`src/core/ufp_pkg.sv`:
```
// package: constants and carrier types for the usb fifo parallel port
// Behaviour
// - sync read: present byte, advance each clock
// - sync write: store byte each clock while low
// - sync mode drives free-running port clock at half the 25 MHz system clock
// - sync: drive bus only while enable low
// - suspended plus wakeup enabled: strobe requests resume
// - awake: strobe flushes short packet next request
// - async: write transfers on strobe falling edge, read byte popped on rising edge
// - async: bus input, driven only during read
// - async: receive flag high until read ends
// - flags undriven during reset, pull-up high
// - async: fetch next byte on read rising edge
// - async: latch byte on write falling edge
// - sync transfers on each system clock rising edge
// - sync: byte leaves when flag, strobe low
// - sync: byte enters when flag, strobe low
package ufp_pkg;
	// port clock: system clock 25 MHz stands in as the 60 MHz reference
	localparam int SYS_CLK_MHZ = 25;
	localparam int PORT_CLK_MHZ = 60;
	// depth of each buffer, log2
	localparam int BUF_AW = 4;
	// synchroniser length for pin inputs
	localparam int SYNC_LEN = 3;
	// reset value of the data bus pin outputs
	localparam logic [7:0] DATA_RST = 8'h00;

	// operating mode of the port
	typedef enum logic [0:0] {
		UFP_ASYNC = 1'b0,
		UFP_SYNC = 1'b1
	} ufp_mode_e;

	// controller strobes, all active low
	typedef struct packed {
		logic rd_n;
		logic wr_n;
		logic oe_n;
		logic send_now_wakeup_n;
	} ufp_strobe_s;

	// byte stream toward or from the usb side
	typedef struct packed {
		logic valid;
		logic [7:0] data;
	} ufp_byte_s;
endpackage

```
`src/core/ufp_fifo.sv`:
```
// simple synchronous byte buffer with honest full and empty
`timescale 1ns/1ps
module ufp_fifo
	import ufp_pkg::*;
#(
	parameter int AW = BUF_AW
) (
	input wire logic sys_clk,
	input wire logic reset_n,
	input wire logic clk_en,
	input wire logic push,
	input wire logic [7:0] push_data,
	input wire logic pop,
	output logic [7:0] head,
	output logic empty,
	output logic full
);
	logic [7:0] mem [0:(1<<AW)-1]; // storage array
	logic [AW:0] wp_r; // write pointer with wrap bit
	logic [AW:0] rp_r; // read pointer with wrap bit

	assign empty = (wp_r == rp_r);
	assign full = (wp_r[AW] != rp_r[AW]) &&
		(wp_r[AW-1:0] == rp_r[AW-1:0]);
	assign head = mem[rp_r[AW-1:0]];

	// storage write, no reset needed for data
	always_ff @(posedge sys_clk) begin
		if (clk_en && push && !full) begin
			mem[wp_r[AW-1:0]] <= push_data;
		end
	end

	// pointers; guarded pushes and pops never corrupt
	always_ff @(posedge sys_clk or negedge reset_n) begin
		if (!reset_n) begin
			wp_r <= '0;
			rp_r <= '0;
		end else if (clk_en) begin
			if (push && !full) begin
				wp_r <= wp_r + 1'b1;
			end
			if (pop && !empty) begin
				rp_r <= rp_r + 1'b1;
			end
		end
	end
endmodule

```
`src/core/ufp_port.sv`:
```
// device side of the byte-wide parallel fifo port
`timescale 1ns/1ps
module ufp_port
	import ufp_pkg::*;
(
	input wire logic sys_clk,
	input wire logic reset_n,
	input wire logic clk_en,
	input wire ufp_mode_e mode, // static configuration
	input wire logic wakeup_enable, // remote wakeup configured
	input wire logic suspended, // usb suspend state
	input wire ufp_strobe_s strobe, // raw pins from controller
	input wire logic [7:0] fifo_data_bits_in, // bus pin input
	output logic [7:0] fifo_data_bits_out, // bus pin output
	output logic fifo_data_bits_oe, // bus output enable
	output logic rx_avail_n, // receive flag value
	output logic rx_avail_oe, // receive flag driver enable
	output logic tx_space_n, // space flag value
	output logic tx_space_oe, // space flag driver enable
	output logic port_clock_out, // port clock for sync mode
	output logic power_enable_n, // low while awake
	input wire ufp_byte_s usb_rx, // bytes arriving from usb
	output logic usb_rx_ready, // receive buffer can take
	output ufp_byte_s usb_tx, // bytes going to usb
	input wire logic usb_tx_ready, // usb side drains
	input wire logic bulk_in_req, // host bulk-in poll
	output logic flush_short, // send short packet now
	output logic resume_req // resume request pulse
);
	// three-stage synchronisers for the controller pins
	logic [SYNC_LEN-1:0] rd_s_r, wr_s_r, oe_s_r, sw_s_r;
	logic rd_q_r, wr_q_r, oe_q_r, sw_q_r; // debounced levels
	logic rx_empty, rx_full, tx_empty, tx_full;
	logic [7:0] rx_head;
	logic rx_pop, tx_push, rst_done_r, flush_pend_r;
	logic [7:0] rd_hold_r; // byte held on the bus
	logic rd_taken_r; // async read began with a byte waiting

	// synchronise; first stage feeds only the second
	always_ff @(posedge sys_clk or negedge reset_n) begin
		if (!reset_n) begin
			rd_s_r <= '1;
			wr_s_r <= '1;
			oe_s_r <= '1;
			sw_s_r <= '1;
		end else if (clk_en) begin
			rd_s_r <= {rd_s_r[SYNC_LEN-2:0], strobe.rd_n};
			wr_s_r <= {wr_s_r[SYNC_LEN-2:0], strobe.wr_n};
			oe_s_r <= {oe_s_r[SYNC_LEN-2:0], strobe.oe_n};
			sw_s_r <= {sw_s_r[SYNC_LEN-2:0], strobe.send_now_wakeup_n};
		end
	end

	// a level counts once stages two and three agree
	always_ff @(posedge sys_clk or negedge reset_n) begin
		if (!reset_n) begin
			rd_q_r <= 1'b1;
			wr_q_r <= 1'b1;
			oe_q_r <= 1'b1;
			sw_q_r <= 1'b1;
		end else if (clk_en) begin
			if (rd_s_r[1] == rd_s_r[2]) rd_q_r <= rd_s_r[2];
			if (wr_s_r[1] == wr_s_r[2]) wr_q_r <= wr_s_r[2];
			if (oe_s_r[1] == oe_s_r[2]) oe_q_r <= oe_s_r[2];
			if (sw_s_r[1] == sw_s_r[2]) sw_q_r <= sw_s_r[2];
		end
	end

	// edges of the filtered strobes
	logic rd_fall, rd_rise, wr_fall, sw_fall;
	logic rd_p_r, wr_p_r, sw_p_r;
	always_ff @(posedge sys_clk or negedge reset_n) begin
		if (!reset_n) begin
			rd_p_r <= 1'b1;
			wr_p_r <= 1'b1;
			sw_p_r <= 1'b1;
		end else if (clk_en) begin
			rd_p_r <= rd_q_r;
			wr_p_r <= wr_q_r;
			sw_p_r <= sw_q_r;
		end
	end
	assign rd_fall = rd_p_r && !rd_q_r;
	assign rd_rise = !rd_p_r && rd_q_r;
	assign wr_fall = wr_p_r && !wr_q_r;
	assign sw_fall = sw_p_r && !sw_q_r;

	// buffer usb to controller
	ufp_fifo #(.AW(BUF_AW)) u_rx (
		.sys_clk(sys_clk),
		.reset_n(reset_n),
		.clk_en(clk_en),
		.push(usb_rx.valid),
		.push_data(usb_rx.data),
		.pop(rx_pop),
		.head(rx_head),
		.empty(rx_empty),
		.full(rx_full)
	);
	assign usb_rx_ready = !rx_full;

	// buffer controller to usb; stall on usb_tx_ready
	ufp_fifo #(.AW(BUF_AW)) u_tx (
		.sys_clk(sys_clk),
		.reset_n(reset_n),
		.clk_en(clk_en),
		.push(tx_push),
		.push_data(fifo_data_bits_in),
		.pop(usb_tx_ready),
		.head(usb_tx.data),
		.empty(tx_empty),
		.full(tx_full)
	);
	assign usb_tx.valid = !tx_empty;

	// pop: sync every clock with strobe low
	// async on rising edge after presenting
	// empty buffer ignores reads
	// a byte landing mid-read was never shown, so it must not be popped
	assign rx_pop = !rx_empty &&
		((mode == UFP_SYNC) ? !rd_q_r : (rd_rise && rd_taken_r));
	// push: sync every clock low async on fall
	// full buffer ignores writes
	assign tx_push = !tx_full &&
		((mode == UFP_SYNC) ? !wr_q_r : wr_fall);

	// hold the byte taken at read fall in async mode
	always_ff @(posedge sys_clk or negedge reset_n) begin
		if (!reset_n) begin
			rd_hold_r <= DATA_RST;
		end else if (clk_en) begin
			if (rd_fall) rd_hold_r <= rx_head;
		end
	end

	// remember whether the read found a byte; empty reads pop nothing
	always_ff @(posedge sys_clk or negedge reset_n) begin
		if (!reset_n) begin
			rd_taken_r <= 1'b0;
		end else if (clk_en) begin
			if (rd_fall) rd_taken_r <= !rx_empty;
		end
	end

	// bus data from a flop in async, head in sync
	always_ff @(posedge sys_clk or negedge reset_n) begin
		if (!reset_n) begin
			fifo_data_bits_out <= DATA_RST;
		end else if (clk_en) begin
			fifo_data_bits_out <= (mode == UFP_SYNC) ? rx_head : rd_hold_r;
		end
	end

	// bus turn-around: sync by enable
	// async only during read strobe
	assign fifo_data_bits_oe = (mode == UFP_SYNC) ? !oe_q_r : !rd_q_r;

	// flags released until first clocked edge after reset
	always_ff @(posedge sys_clk or negedge reset_n) begin
		if (!reset_n) begin
			rst_done_r <= 1'b0;
		end else if (clk_en) begin
			rst_done_r <= 1'b1;
		end
	end
	assign rx_avail_oe = rst_done_r;
	assign tx_space_oe = rst_done_r;
	// flag high while read strobe low in async
	// also high in the rise cycle, before the pop updates empty
	assign rx_avail_n = rx_empty ||
		(mode == UFP_ASYNC && (!rd_q_r || rd_rise));
	assign tx_space_n = tx_full;

	// port clock: system clock divided by two, free running in sync mode, held low in async
	// limitation: real 60 MHz needs a faster core clock
	always_ff @(posedge sys_clk or negedge reset_n) begin
		if (!reset_n) begin
			port_clock_out <= 1'b0;
		end else if (clk_en) begin
			port_clock_out <= (mode == UFP_SYNC) ? !port_clock_out : 1'b0;
		end
	end

	assign power_enable_n = suspended;

	// resume request on strobe while suspended
	always_ff @(posedge sys_clk or negedge reset_n) begin
		if (!reset_n) begin
			resume_req <= 1'b0;
		end else if (clk_en) begin
			resume_req <= sw_fall && suspended && wakeup_enable;
		end
	end

	// flush pending until next bulk-in; set wins over clear
	always_ff @(posedge sys_clk or negedge reset_n) begin
		if (!reset_n) begin
			flush_pend_r <= 1'b0;
		end else if (clk_en) begin
			if (sw_fall && !suspended) flush_pend_r <= 1'b1;
			else if (bulk_in_req) flush_pend_r <= 1'b0;
		end
	end
	assign flush_short = flush_pend_r && bulk_in_req;

	// resume only when suspended and enabled
	resume_cause_a: assert property (@(posedge sys_clk) disable iff (!reset_n)
		resume_req |-> $past(suspended) && $past(wakeup_enable))
		else $error("resume without suspend");
	// flush pending the cycle after an awake strobe
	flush_hold_a: assert property (@(posedge sys_clk) disable iff (!reset_n)
		clk_en && sw_fall && !suspended |=> flush_pend_r)
		else $error("flush not pending");
	// no pop from empty buffer
	empty_read_a: assert property (@(posedge sys_clk) disable iff (!reset_n)
		rx_empty |-> !rx_pop)
		else $error("read from empty");
	// no push into full buffer
	full_write_a: assert property (@(posedge sys_clk) disable iff (!reset_n)
		tx_full |-> !tx_push)
		else $error("write into full");
	// sync bus drive follows enable
	sync_drive_a: assert property (@(posedge sys_clk) disable iff (!reset_n)
		mode == UFP_SYNC && oe_q_r |-> !fifo_data_bits_oe)
		else $error("bus driven without enable");
	// async bus drive only during read
	async_drive_a: assert property (@(posedge sys_clk) disable iff (!reset_n)
		mode == UFP_ASYNC && rd_q_r |-> !fifo_data_bits_oe)
		else $error("async bus driven idle");
	// async flag high during read
	async_flag_a: assert property (@(posedge sys_clk) disable iff (!reset_n)
		mode == UFP_ASYNC && !rd_q_r |-> rx_avail_n)
		else $error("flag low during read");
	// async flag still high as the read ends
	async_rise_a: assert property (@(posedge sys_clk) disable iff (!reset_n)
		mode == UFP_ASYNC && rd_rise |-> rx_avail_n)
		else $error("flag low at read end");
	// sync push each cycle strobe low with space
	sync_write_a: assert property (@(posedge sys_clk) disable iff (!reset_n)
		mode == UFP_SYNC && !wr_q_r && !tx_full |-> tx_push)
		else $error("sync write missed");
	// async push exactly on write fall
	async_write_a: assert property (@(posedge sys_clk) disable iff (!reset_n)
		mode == UFP_ASYNC && tx_push |-> $fell(wr_q_r))
		else $error("async write off edge");
endmodule

```
`config.mk`:
```
export PLATFORM = sky130hd
export DESIGN_NAME = ufp_port
export DESIGN_NICKNAME = d
export VERILOG_FILES = /design/src/core/ufp_pkg.sv /design/src/core/ufp_fifo.sv /design/src/core/ufp_port.sv
export SDC_FILE = /design/constraint.sdc
export NUM_CORES = 1
export LEC_CHECK = 0
export BUFFER_PORTS_ARGS = -buffer_cell sky130_fd_sc_hd__buf_4
export CAP_MARGIN = 20
export CORE_MARGIN = 8
export CORE_UTILIZATION = 35
export CTS_BUF_LIST = sky130_fd_sc_hd__clkbuf_2 sky130_fd_sc_hd__clkbuf_4 sky130_fd_sc_hd__clkbuf_8
export CTS_CLUSTER_DIAMETER = 60
export CTS_CLUSTER_SIZE = 20
export DETAILED_ROUTE_END_ITERATION = 8
export GPL_TIMING_DRIVEN = 0
export PLACE_DENSITY = 0.49
export SLEW_MARGIN = 20
export SYNTH_ARGS = -nofsm -noshare
export SYNTH_HDL_FRONTEND = slang
export SYNTH_SLANG_ARGS = --single-unit
```
`constraint.sdc`:
```
create_clock -name sys_clk -period 3.3 [get_ports sys_clk]
set_clock_uncertainty 0.05 [all_clocks]
set_input_delay 0.33 -clock sys_clk [delete_from_list [all_inputs] [get_ports sys_clk]]
set_output_delay 0.33 -clock sys_clk [all_outputs]
set_load 0.01 [all_outputs]
```
==> results of run 1 <==
-- where the power goes --
group          switching, mW  internal [mW]  total [mW]
logic                   2.39           1.72        4.11
clock network           1.57           1.03        2.61
registers              0.241           4.79        5.04
total                   4.21           7.54        11.7
-- critical path: stages (launching register included) --
cell      delay, ns
dfrtp_1        0.40
buf_6          0.18
buf_6          0.21
mux4_2         0.51
a211oi_1       0.55
a21oi_1        0.09
buf_4          0.18
-- area by class of cell --
class / instances / area, um2
buffer: 45 / 241
clock buffer: 29 / 399
clock inverter: 24 / 273
fill: 3342 / 21600
inverter: 14 / 52.6
multi-input combinational: 388 / 3530
sequential: 316 / 9210
tap: 468 / 586
timing repair buffer: 81 / 671
-- metrics by stage --
stage	cell area (um2)	hold slack (ns)	std cells	utilization, %
5_1_grt	15000	0.147	1365	40.9
3_3_place_gp	14000	0.421	1286	38.3
2_1_floorplan	13000	-0.0156	763	-
3_5_place_dp	14000	0.423	1287	38.3
4_1_cts	15000	0.115	1365	40.9
6_report	15000	0.169	1365	40.9
-- registers in the layout, summed over array words and instances, names as in the netlist, 3 cells and up --
signal / count
fifo_data_bits_out: 8
oe_s_r: 3
rd_hold_r: 8
rd_s_r: 3
sw_s_r: 3
u_rx.mem: 128
u_rx.rp_r: 5
u_rx.wp_r: 5
u_tx.mem: 128
u_tx.rp_r: 5
u_tx.wp_r: 5
wr_s_r: 3
-- final timing paths --
check | startpoint | end | depth (start not counted)
min in group asynchronous | reset_n | port_clock_out$_DFFE_PN0P_ | 2
setup reg to reg | u_rx.wp_r[2]$_DFFE_PN0P_ | u_rx.mem[3][1]$_DFFE_PP_ | 6
hold reg to reg | port_clock_out$_DFFE_PN0P_ | port_clock_out$_DFFE_PN0P_ | 1
setup / recovery | u_tx.rp_r[0]$_DFFE_PN0P_ | usb_tx[2] | 6
hold / removal | usb_tx_ready | u_tx.rp_r[0]$_DFFE_PN0P_ | 4
max in group asynchronous | reset_n | u_tx.wp_r[1]$_DFFE_PN0P_ | 2
-- cells by family (layout without fill, tap and decap cells) --
family	after synthesis	count (layout)	share of synthesized area, %
xor+xnor	28	28	1.88
simple gates	148	148	6.11
mux	115	115	13.3
flops	316	316	70.8
buf+inv	59	193	2.20
compound gates	87	87	4.80
fa+ha+maj	10	10	0.961
-- placed cells by master (no fill, tap or decap), types with 4 or more instances in the layout --
cell type      instances
clkbuf_1              19
clkbuf_8              29
a221oi_1               8
a21oi_1               23
dfstp_2               19
a22oi_1                6
nand2_1               29
buf_2                 11
a21boi_0               6
ha_1                  10
xnor2_1                6
clkinv_8               4
dfrtp_1               41
buf_4                 65
xor2_1                22
mux2_2                16
nand4_1               13
inv_8                  7
nand2b_1              12
inv_1                 14
nand3_1               13
edfxtp_1             256
mux4_2                44
nor2b_1               16
and3_1                24
dlygate4sd3_1         25
mux2i_1               52
and2_1                10
nor2_1                25
a211oi_1              17
a31oi_1               13
-- timing repair --
item,4_1_cts,5_1_grt
hold buffers,25,0
gates resized for setup,1,2
setup endpoints to repair,1,5
pin swaps,0,1
hold endpoints to repair,273,0
-- routing by layer --
metal  track usage [%]  vias up  wire (um)
met5                 0        -          0
met4              2.60        0        477
met3              2.08       37       1410
met2              20.9      140      13200
met1              20.6     3612      14900
li1                  -     3201          -
==> key figures, run 1 <==
Worst setup path
  • Setup crit end kind: output pin
  • Worst Path Required: slightly below 3 ns
  • Startpoint types: flip-flop
  • Arrival @ worst endpoint: approximately 2.7 ns
  • Setup Crit Path Kind: flip-flop to output pin
  • FF-to-FF setup slack: 0.53 ns
  • Worst Path Max Fanout: 10

Timing
  • Setup TNS: 0 ns
  • Final hold vios: 0
  • Period Utilization, post-route: a little over nine tenths
  • Tmin final: 3.09 ns
  • RSZ-0062 raised after global routing: no
  • Setup-failing EPs final: 0
  • Least-Margin Pin Slew: slightly below 1 ns
  • Max Fclk: 0.323 GHz
  • Slew HR: approximately a third
  • Max Slew Vio Count: 0
  • Worst Setup Slack, final: between 0.2 and 0.25 ns

Routing
  • Pre-antenna DRT Iters: 5
  • Antenna-violating nets left: 0
  • Remaining design rule violation count: 0
  • WL final: 30.1 mm
  • Routed vias/inst: between 5 and 6
  • Vias: around 7000
  • Wire per inst: approximately 22 um
  • 1st-iter DRT viols: between 400 and 500

Flow run
  • Max_cap viols: 0

Cells and area
  • Nets@finish: just over 900
  • Ratio of cells with drive above 1 in the final layout: 24.3%
  • Ant diodes: 0
  • Area Growth Syn to Fin: 15.0%

Clock tree
  • CTS buffer count: 29
  • TritonCTS Sinks: ~320
  • Root Buffer: clkbuf_8
  • TritonCTS clock tree: done
  • CTS max path bufs: 3
  • CTS H-tree lvls: 1
  • Post-CTS Setup Bufs: 0
  • CTS clk-pin slew, worst paths: around 0.10 ns
  • Clk_lat worst skew: 0.60 ns

GRT
  • Initial antenna violation count: 0
  • First-pass GRT wire length: 46.0 mm
  • Total global-route track usage: between 10% and 20%
  • Total gr overflow: 0
  • Number of global-route vias before repair: a little over 7000
  • Largest net degree at the start of global routing: just over 60

Floorplanning
  • Starting Density: 35.6%
  • Die area: roughly 0.044 mm2
  • Top-Level Pins: between 50 and 60
  • Die Height: 209 um
  • Row Count: 70
  • Core area: about 0.037 mm2
  • Die span in x: roughly 210 um

Power
  • Total Power: 11.7 mW
  • Leakage: 5.25 nW
  • Cell Pwr Density: ~780 mW/mm2
  • IR drop worst, VDD: 315 uV

Synthesis
  • YS warnings: 0
  • Mapped Nets: ~800
  • Synthesized instance count: between 700 and 800
  • Synthesized area: ~0.013 mm2
  • Post-synth cell types: 46
  • Top cells by count, synth: 256 x edfxtp_1, 52 x mux2i_1, 44 x mux4_2
  • Sequential fraction of the synthesis area: between 70 and 80%
  • Yosys top cell by area: edfxtp_1
  • Synth top area share: between 50 and 60%
  • Avg Inst Size Synth: between 15 and 20 um2
  • Number of flops mapped to enable cells by yosys: ~260
  • Top cells by area, synth: edfxtp_1 59%, dfrtp_1 7.9%, mux4_2 7.6%
  • Most used flip-flop cell after synthesis: edfxtp_1
  • Post-synthesis register bit count: approximately 320
  • Asr flop ratio synth: a little under a fifth
  • Top-count cell post-synth: edfxtp_1

Place
  • PortBufs: 55
  • DPL Wire Length: around 20 mm
  • Placement Setup Slack: around 0.52 ns
  • GP Congestion: approximately 0.73

Min path
  • Hold WC Path Type: input port to flip-flop

Outcome
  • Run status: complete, no violations
No activity file was read; power rests on OpenSTA's default activity.
==> run 2: changes to the inputs <==
- CORE_MARGIN: 8 -> 2
==> key figures, run 2 (synthesis results as in run 1) <==
Outcome
  • Run status: complete, no violations (unchanged)

GRT
  • Initial antenna violation count: 0 (unchanged)
  • Number of global-route vias before repair: 7070 (was 7188)
  • Total global-route track usage: 15.7% (was 13.7%)
  • Total gr overflow: 0 (unchanged)
  • Largest net degree at the start of global routing: 61 (unchanged)
  • First-pass GRT wire length: 45.3 mm (was 46.0 mm)

Power
  • Leakage: 5.28 nW (was 5.25 nW)
  • Total Power: 11.9 mW (was 11.7 mW)
  • IR drop worst, VDD: 435 uV (was 315 uV)
  • Cell Pwr Density: 793 mW/mm2 (was 785 mW/mm2)

Floorplanning
  • Die Height: 197 um (was 209 um)
  • Top-Level Pins: 56 (unchanged)
  • Starting Density: 35.6% (unchanged)
  • Core area: 0.0366 mm2 (unchanged)
  • Row Count: 70 (unchanged)
  • Die span in x: 197 um (was 209 um)
  • Die area: 0.0387 mm2 (was 0.0436 mm2)

Timing
  • Max Fclk: 0.320 GHz (was 0.323 GHz)
  • Fin Hold WS: 0.176 ns (was 0.169 ns)
  • Max Slew Vio Count: 0 (unchanged)
  • Setup-failing EPs final: 0 (unchanged)
  • RSZ-0062 raised after global routing: no (unchanged)
  • Worst Setup Slack, final: 0.172 ns (was 0.206 ns)
  • Tmin final: 3.13 ns (was 3.09 ns)
  • Slew HR: 45.0% (was 34.7%)
  • Final hold vios: 0 (unchanged)
  • Least-Margin Pin Slew: 0.825 ns (was 0.980 ns)
  • Period Utilization, post-route: 94.8% (was 93.8%)
  • Setup TNS: 0 ns (unchanged)

Worst setup path
  • Startpoint types: flip-flop (unchanged)
  • Setup crit end kind: output pin (unchanged)
  • Arrival @ worst endpoint: 2.75 ns (was 2.71 ns)
  • Setup Crit Path Kind: flip-flop to output pin (unchanged)
  • Worst Path Required: 2.92 ns (about the same)
  • Worst Path Max Fanout: 10 (unchanged)

Cells and area
  • Nets@finish: 915 (was 914)
  • Most frequent cells in the layout: 256 x edfxtp_1, 65 x buf_4, 52 x mux2i_1, 44 x mux4_2, 41 x dfrtp_1 (unchanged)
  • Commonest non-fill, non-tap cell in the layout: edfxtp_1 (unchanged)
  • Design Area, Final: 0.0150 mm2 (about the same)
  • Fillers: 3340 (was 3342)
  • Ant diodes: 0 (unchanged)
  • Area Growth Syn to Fin: 15.3% (was 15.0%)
  • Storage element area: 0.00921 mm2 (unchanged)
  • Ratio of cells with drive above 1 in the final layout: 24.9% (was 24.3%)
  • Area of the multi-input gates: 0.00353 mm2 (unchanged)

Flow run
  • Max_cap viols: 0 (unchanged)

Routing
  • 1st-iter DRT viols: 490 (was 463)
  • Wire per inst: 22.0 um (about the same)
  • Pre-antenna DRT Iters: 4 (was 5)
  • Remaining design rule violation count: 0 (unchanged)
  • Antenna-violating nets left: 0 (unchanged)
  • WL final: 30.1 mm (about the same)
  • Routed vias/inst: 5.09 (was 5.12)
  • Vias: 6966 (was 6990)

Place
  • PortBufs: 55 (unchanged)
  • GP Congestion: 0.793 (was 0.729)
  • DPL Wire Length: 19.7 mm (was 20.0 mm)
  • DP Area: 0.0140 mm2 (unchanged)
  • Placement Setup Slack: 0.682 ns (was 0.518 ns)

Clock tree
  • CTS buffer count: 30 (was 29)
  • Root Buffer: clkbuf_8 (unchanged)
  • Clk_lat worst skew: 0.62 ns (was 0.60 ns)
  • TritonCTS clock tree: done (unchanged)
  • CTS clk-pin slew, worst paths: 0.10 ns (about the same)
  • CTS H-tree lvls: 1 (unchanged)
  • CTS max path bufs: 3 (unchanged)
  • TritonCTS Sinks: 316 (unchanged)

Min path
  • Hold WC Path Type: input port to flip-flop (unchanged)
==> run 2: cell types whose count changed in the layout (fill, tap and decap cells not counted), moves of 2 or more <==
cell	previous run	this run
inv_6	2	7
clkinv_8	4	0
clkinvlp_4	3	1
clkinv_4	1	6
clkinv_1	2	0
clkbuf_4	0	2
==> run 2: final timing paths <==
check,from,to,slack (ns),cells past startpoint
max in group asynchronous,reset_n,rd_hold_r[6]$_DFFE_PN0P_,2.38,2
setup reg to reg,u_tx.rp_r[1]$_DFFE_PN0P_,u_tx.mem[11][1]$_DFFE_PP_,0.70,5
hold reg to reg,port_clock_out$_DFFE_PN0P_,port_clock_out$_DFFE_PN0P_,0.43,1
hold / removal,usb_tx_ready,u_tx.rp_r[2]$_DFFE_PN0P_,0.18,4
min in group asynchronous,reset_n,u_tx.wp_r[4]$_DFFE_PN0P_,0.28,2
setup / recovery,u_tx.rp_r[0]$_DFFE_PN0P_,usb_tx[1],0.17,6
==> run 2: area by class of cell <==
type | count | area share (%)
flip-flops and latches | 316 | 61.4
multi-input cells | 388 | 23.6
repair buffers | 81 | 4.47
well taps | 468 | 3.90
clock buffers | 31 | 2.80
clock inverters | 25 | 1.88
plain buffers | 45 | 1.63
inverters | 14 | 0.350
==> run 2: stage by stage <==
stage | std cells | utilization, %
after floorplan | 763 | -
after global placement | 1286 | 38.3
after detailed placement | 1287 | 38.3
after CTS | 1368 | 40.9
after global routing | 1368 | 41.0
final | 1368 | 41.0
==> run 2: power by group <==
group | internal (mW) | leakage (nW) | switching (mW) | total [mW]
Sequential | 4.79 | 2.98 | 0.252 | 5.05
Clock | 1.14 | 0.359 | 1.59 | 2.73
Combinational | 1.72 | 1.94 | 2.41 | 4.13
Total | 7.65 | 5.28 | 4.25 | 11.9
==> run 2: what timing repair did <==
| item | 4_1_cts | 5_1_grt |
|---|---|---|
| gates resized for setup | 1 | 5 |
| buffers inserted | 0 | 0 |
| endpoints found under the setup margin | 1 | 3 |
| hold buffers | 25 | 0 |
| hold endpoints to repair | 274 | 0 |
==> run 2: worst max-delay path, stage by stage (launching register included) <==
cell	delay, ns
dfrtp_1	0.39
buf_6	0.18
buf_6	0.21
mux4_2	0.51
a211oi_1	0.57
a21oi_1	0.09
buf_4	0.17
==> run 2: per-layer routing <==
layer | vias to the layer above | routed length (um) | GRT usage, %
met1 | 3600 | 14800 | 24.2
met2 | 138 | 13500 | 23.7
met4 | 0 | 542 | 3.40
li1 | 3195 | - | -
met3 | 33 | 1320 | 2.17
met5 | - | 0 | 0
==> run 3: changes to the inputs <==
- PLACE_DENSITY: 0.49 -> 0.48
==> key figures, run 3 (synthesis results as in run 1) <==
GRT
  • Gr busiest metal: met1 (unchanged)
  • Routing usage on met1: 24.4% (was 24.2%)
  • Initial antenna violation count: 0 (unchanged)
  • Largest net degree at the start of global routing: 61 (unchanged)
  • Total global-route track usage: 15.7% (about the same)
  • Grt met2 use: 23.9% (was 23.7%)
  • First-pass GRT wire length: 45.2 mm (was 45.3 mm)
  • Number of global-route vias before repair: 7087 (was 7070)
  • M3 GR Usage: 1.87% (was 2.17%)
  • Total gr overflow: 0 (unchanged)

Worst setup path
  • Worst Path Required: 2.92 ns (about the same)
  • Reg2reg start: u_tx.rp_r[1]$_DFFE_PN0P_ (unchanged)
  • FF-to-FF setup slack: 0.64 ns (was 0.70 ns)
  • Reg2Reg Capture Point: u_tx.mem[10][6]$_DFFE_PP_ (was u_tx.mem[11][1]$_DFFE_PP_)
  • Setup crit end kind: output pin (unchanged)
  • Arrival @ worst endpoint: 2.75 ns (about the same)
  • Worst Path Max Fanout: 10 (unchanged)
  • Startpoint types: flip-flop (unchanged)
  • Reg2Reg Depth: 6 (was 5)
  • Setup Crit Path Kind: flip-flop to output pin (unchanged)

Cells and area
  • Design Area, Final: 0.0150 mm2 (about the same)
  • Most frequent cells in the layout: 256 x edfxtp_1, 65 x buf_4, 49 x mux2i_1, 44 x mux4_2, 41 x dfrtp_1 (was 256 x edfxtp_1, 65 x buf_4, 52 x mux2i_1, 44 x mux4_2, 41 x dfrtp_1)
  • Area Growth Syn to Fin: 14.9% (was 15.3%)
  • Ant diodes: 0 (unchanged)
  • Commonest non-fill, non-tap cell in the layout: edfxtp_1 (unchanged)
  • Ratio of cells with drive above 1 in the final layout: 24.7% (was 24.9%)
  • Fin cells: 1361 (was 1368)
  • Nets@finish: 911 (was 915)
  • Final core utilization: 40.8% (was 41.0%)

Clock tree
  • TritonCTS clock tree: done (unchanged)
  • Clk_lat worst skew: 0.63 ns (was 0.62 ns)
  • CTS buffer count: 28 (was 30)
  • Root Buffer: clkbuf_8 (unchanged)
  • TritonCTS Sinks: 316 (unchanged)
  • CTS H-tree lvls: 1 (unchanged)
  • CTS clk-pin slew, worst paths: 0.12 ns (was 0.10 ns)
  • CTS max path bufs: 3 (unchanged)

Place
  • DPL Wire Length: 19.8 mm (was 19.7 mm)
  • DP Area: 0.0140 mm2 (unchanged)
  • Placement Setup Slack: 0.588 ns (was 0.682 ns)
  • Placed cells: 1287 (unchanged)
  • GP Congestion: 0.710 (was 0.793)
  • PortBufs: 55 (unchanged)

Routing
  • Pre-antenna DRT Iters: 4 (unchanged)
  • Antenna-violating nets left: 0 (unchanged)
  • Wire per inst: 22.0 um (about the same)
  • Vias: 6934 (was 6966)
  • 1st-iter DRT viols: 523 (was 490)
  • WL final: 30.0 mm (was 30.1 mm)
  • Remaining design rule violation count: 0 (unchanged)
  • Routed vias/inst: 5.09 (about the same)

Power
  • Total Power: 11.8 mW (was 11.9 mW)
  • Cell Pwr Density: 787 mW/mm2 (was 793 mW/mm2)
  • Leakage: 5.24 nW (was 5.28 nW)
  • IR drop worst, VDD: 304 uV (was 435 uV)

Floorplanning
  • Core area: 0.0366 mm2 (unchanged)
  • Row Count: 70 (unchanged)
  • Die span in x: 197 um (unchanged)
  • Top-Level Pins: 56 (unchanged)
  • Starting Density: 35.6% (unchanged)
  • Die area: 0.0387 mm2 (unchanged)
  • Die Height: 197 um (unchanged)

Flow run
  • Max_cap viols: 0 (unchanged)

Min path
  • Hold Path End: u_tx.mem[14][1]$_DFFE_PP_ (was u_tx.rp_r[2]$_DFFE_PN0P_)
  • Hold WC Path Type: input port to flip-flop (unchanged)
  • Hold Path Stages: 1 (was 4)
  • Hold path startpoint: fifo_data_bits_in[1] (was usb_tx_ready)

Timing
  • Period Utilization, post-route: 94.8% (about the same)
  • RSZ-0062 raised after global routing: no (unchanged)
  • Least-Margin Pin Slew: 0.882 ns (was 0.825 ns)
  • Tmin final: 3.13 ns (about the same)
  • Worst Setup Slack, final: 0.173 ns (was 0.172 ns)
  • Max Fclk: 0.320 GHz (about the same)
  • Fin Hold WS: 0.0183 ns (was 0.176 ns)
  • Setup-failing EPs final: 0 (unchanged)
  • Slew HR: 41.2% (was 45.0%)
  • Max Slew Vio Count: 0 (unchanged)
  • Final hold vios: 0 (unchanged)
  • Setup TNS: 0 ns (unchanged)

Outcome
  • Run status: complete, no violations (unchanged)
[run 3: changes by cell type in the layout (fill, tap and decap cells not counted), sizes merged]
| cell | previous run | this run |
|---|---|---|
| buf | 79 | 80 |
| bufinv | 2 | 1 |
| clkbuf | 53 | 51 |
| clkinv | 7 | 6 |
| clkinvlp | 1 | 3 |
| dlygate4sd3 | 25 | 23 |
| inv | 29 | 25 |
[run 3: how the worst max path moves through the flow]
stage / startpoint / end / slack (ns) / cells past startpoint
detailed placement: u_tx.rp_r[0]$_DFFE_PN0P_ / usb_tx[7] / 0.59 / 7
floorplan: u_tx.rp_r[1]$_DFFE_PN0P_ / u_tx.mem[15][0]$_DFFE_PP_ / 1.15 / 4
global placement: u_tx.rp_r[0]$_DFFE_PN0P_ / usb_tx[7] / 0.56 / 7
CTS: u_tx.rp_r[0]$_DFFE_PN0P_ / usb_tx[7] / 0.06 / 7
finish: u_tx.rp_r[0]$_DFFE_PN0P_ / usb_tx[7] / 0.17 / 7
global route: u_tx.rp_r[0]$_DFFE_PN0P_ / usb_tx[7] / 0.02 / 7
[run 3: report_power, final]
group | internal, mW | switching (mW)
clock network | 1.03 | 1.54
registers | 4.79 | 0.240
logic | 1.73 | 2.43
[run 3: what timing repair did]
| item | CTS | global route |
|---|---|---|
| pin swaps | 0 | 0 |
| setup buffers | 0 | 0 |
| gates resized for setup | 3 | 4 |
| hold buffers | 23 | 0 |
| endpoints found under the hold margin | 263 | 0 |
| endpoints found under the setup margin | 5 | 3 |
[run 3: per-layer routing]
layer | wire (um) | share of wire (%)
met5 | 0 | 0
met4 | 422 | 1.4
met3 | 883 | 2.9
met2 | 13300 | 44
met1 | 15300 | 51
[run 3: worst max-delay path, stage by stage (launching register included)]
cell,delay (ns)
dfrtp_1,0.40
buf_6,0.18
buf_6,0.21
buf_8,0.20
mux4_2,0.54
mux2i_2,0.26
a21oi_1,0.16
buf_4,0.19
[run 3: cell type report]
class	count	area [um2]
Buffer	45	246
Clock buffer	30	407
Clock inverter	21	258
Fill cell	3415	21700
Inverter	14	52.6
Multi-Input combinational cell	388	3540
Sequential cell	316	9210
Tap cell	468	586
Timing Repair Buffer	79	651
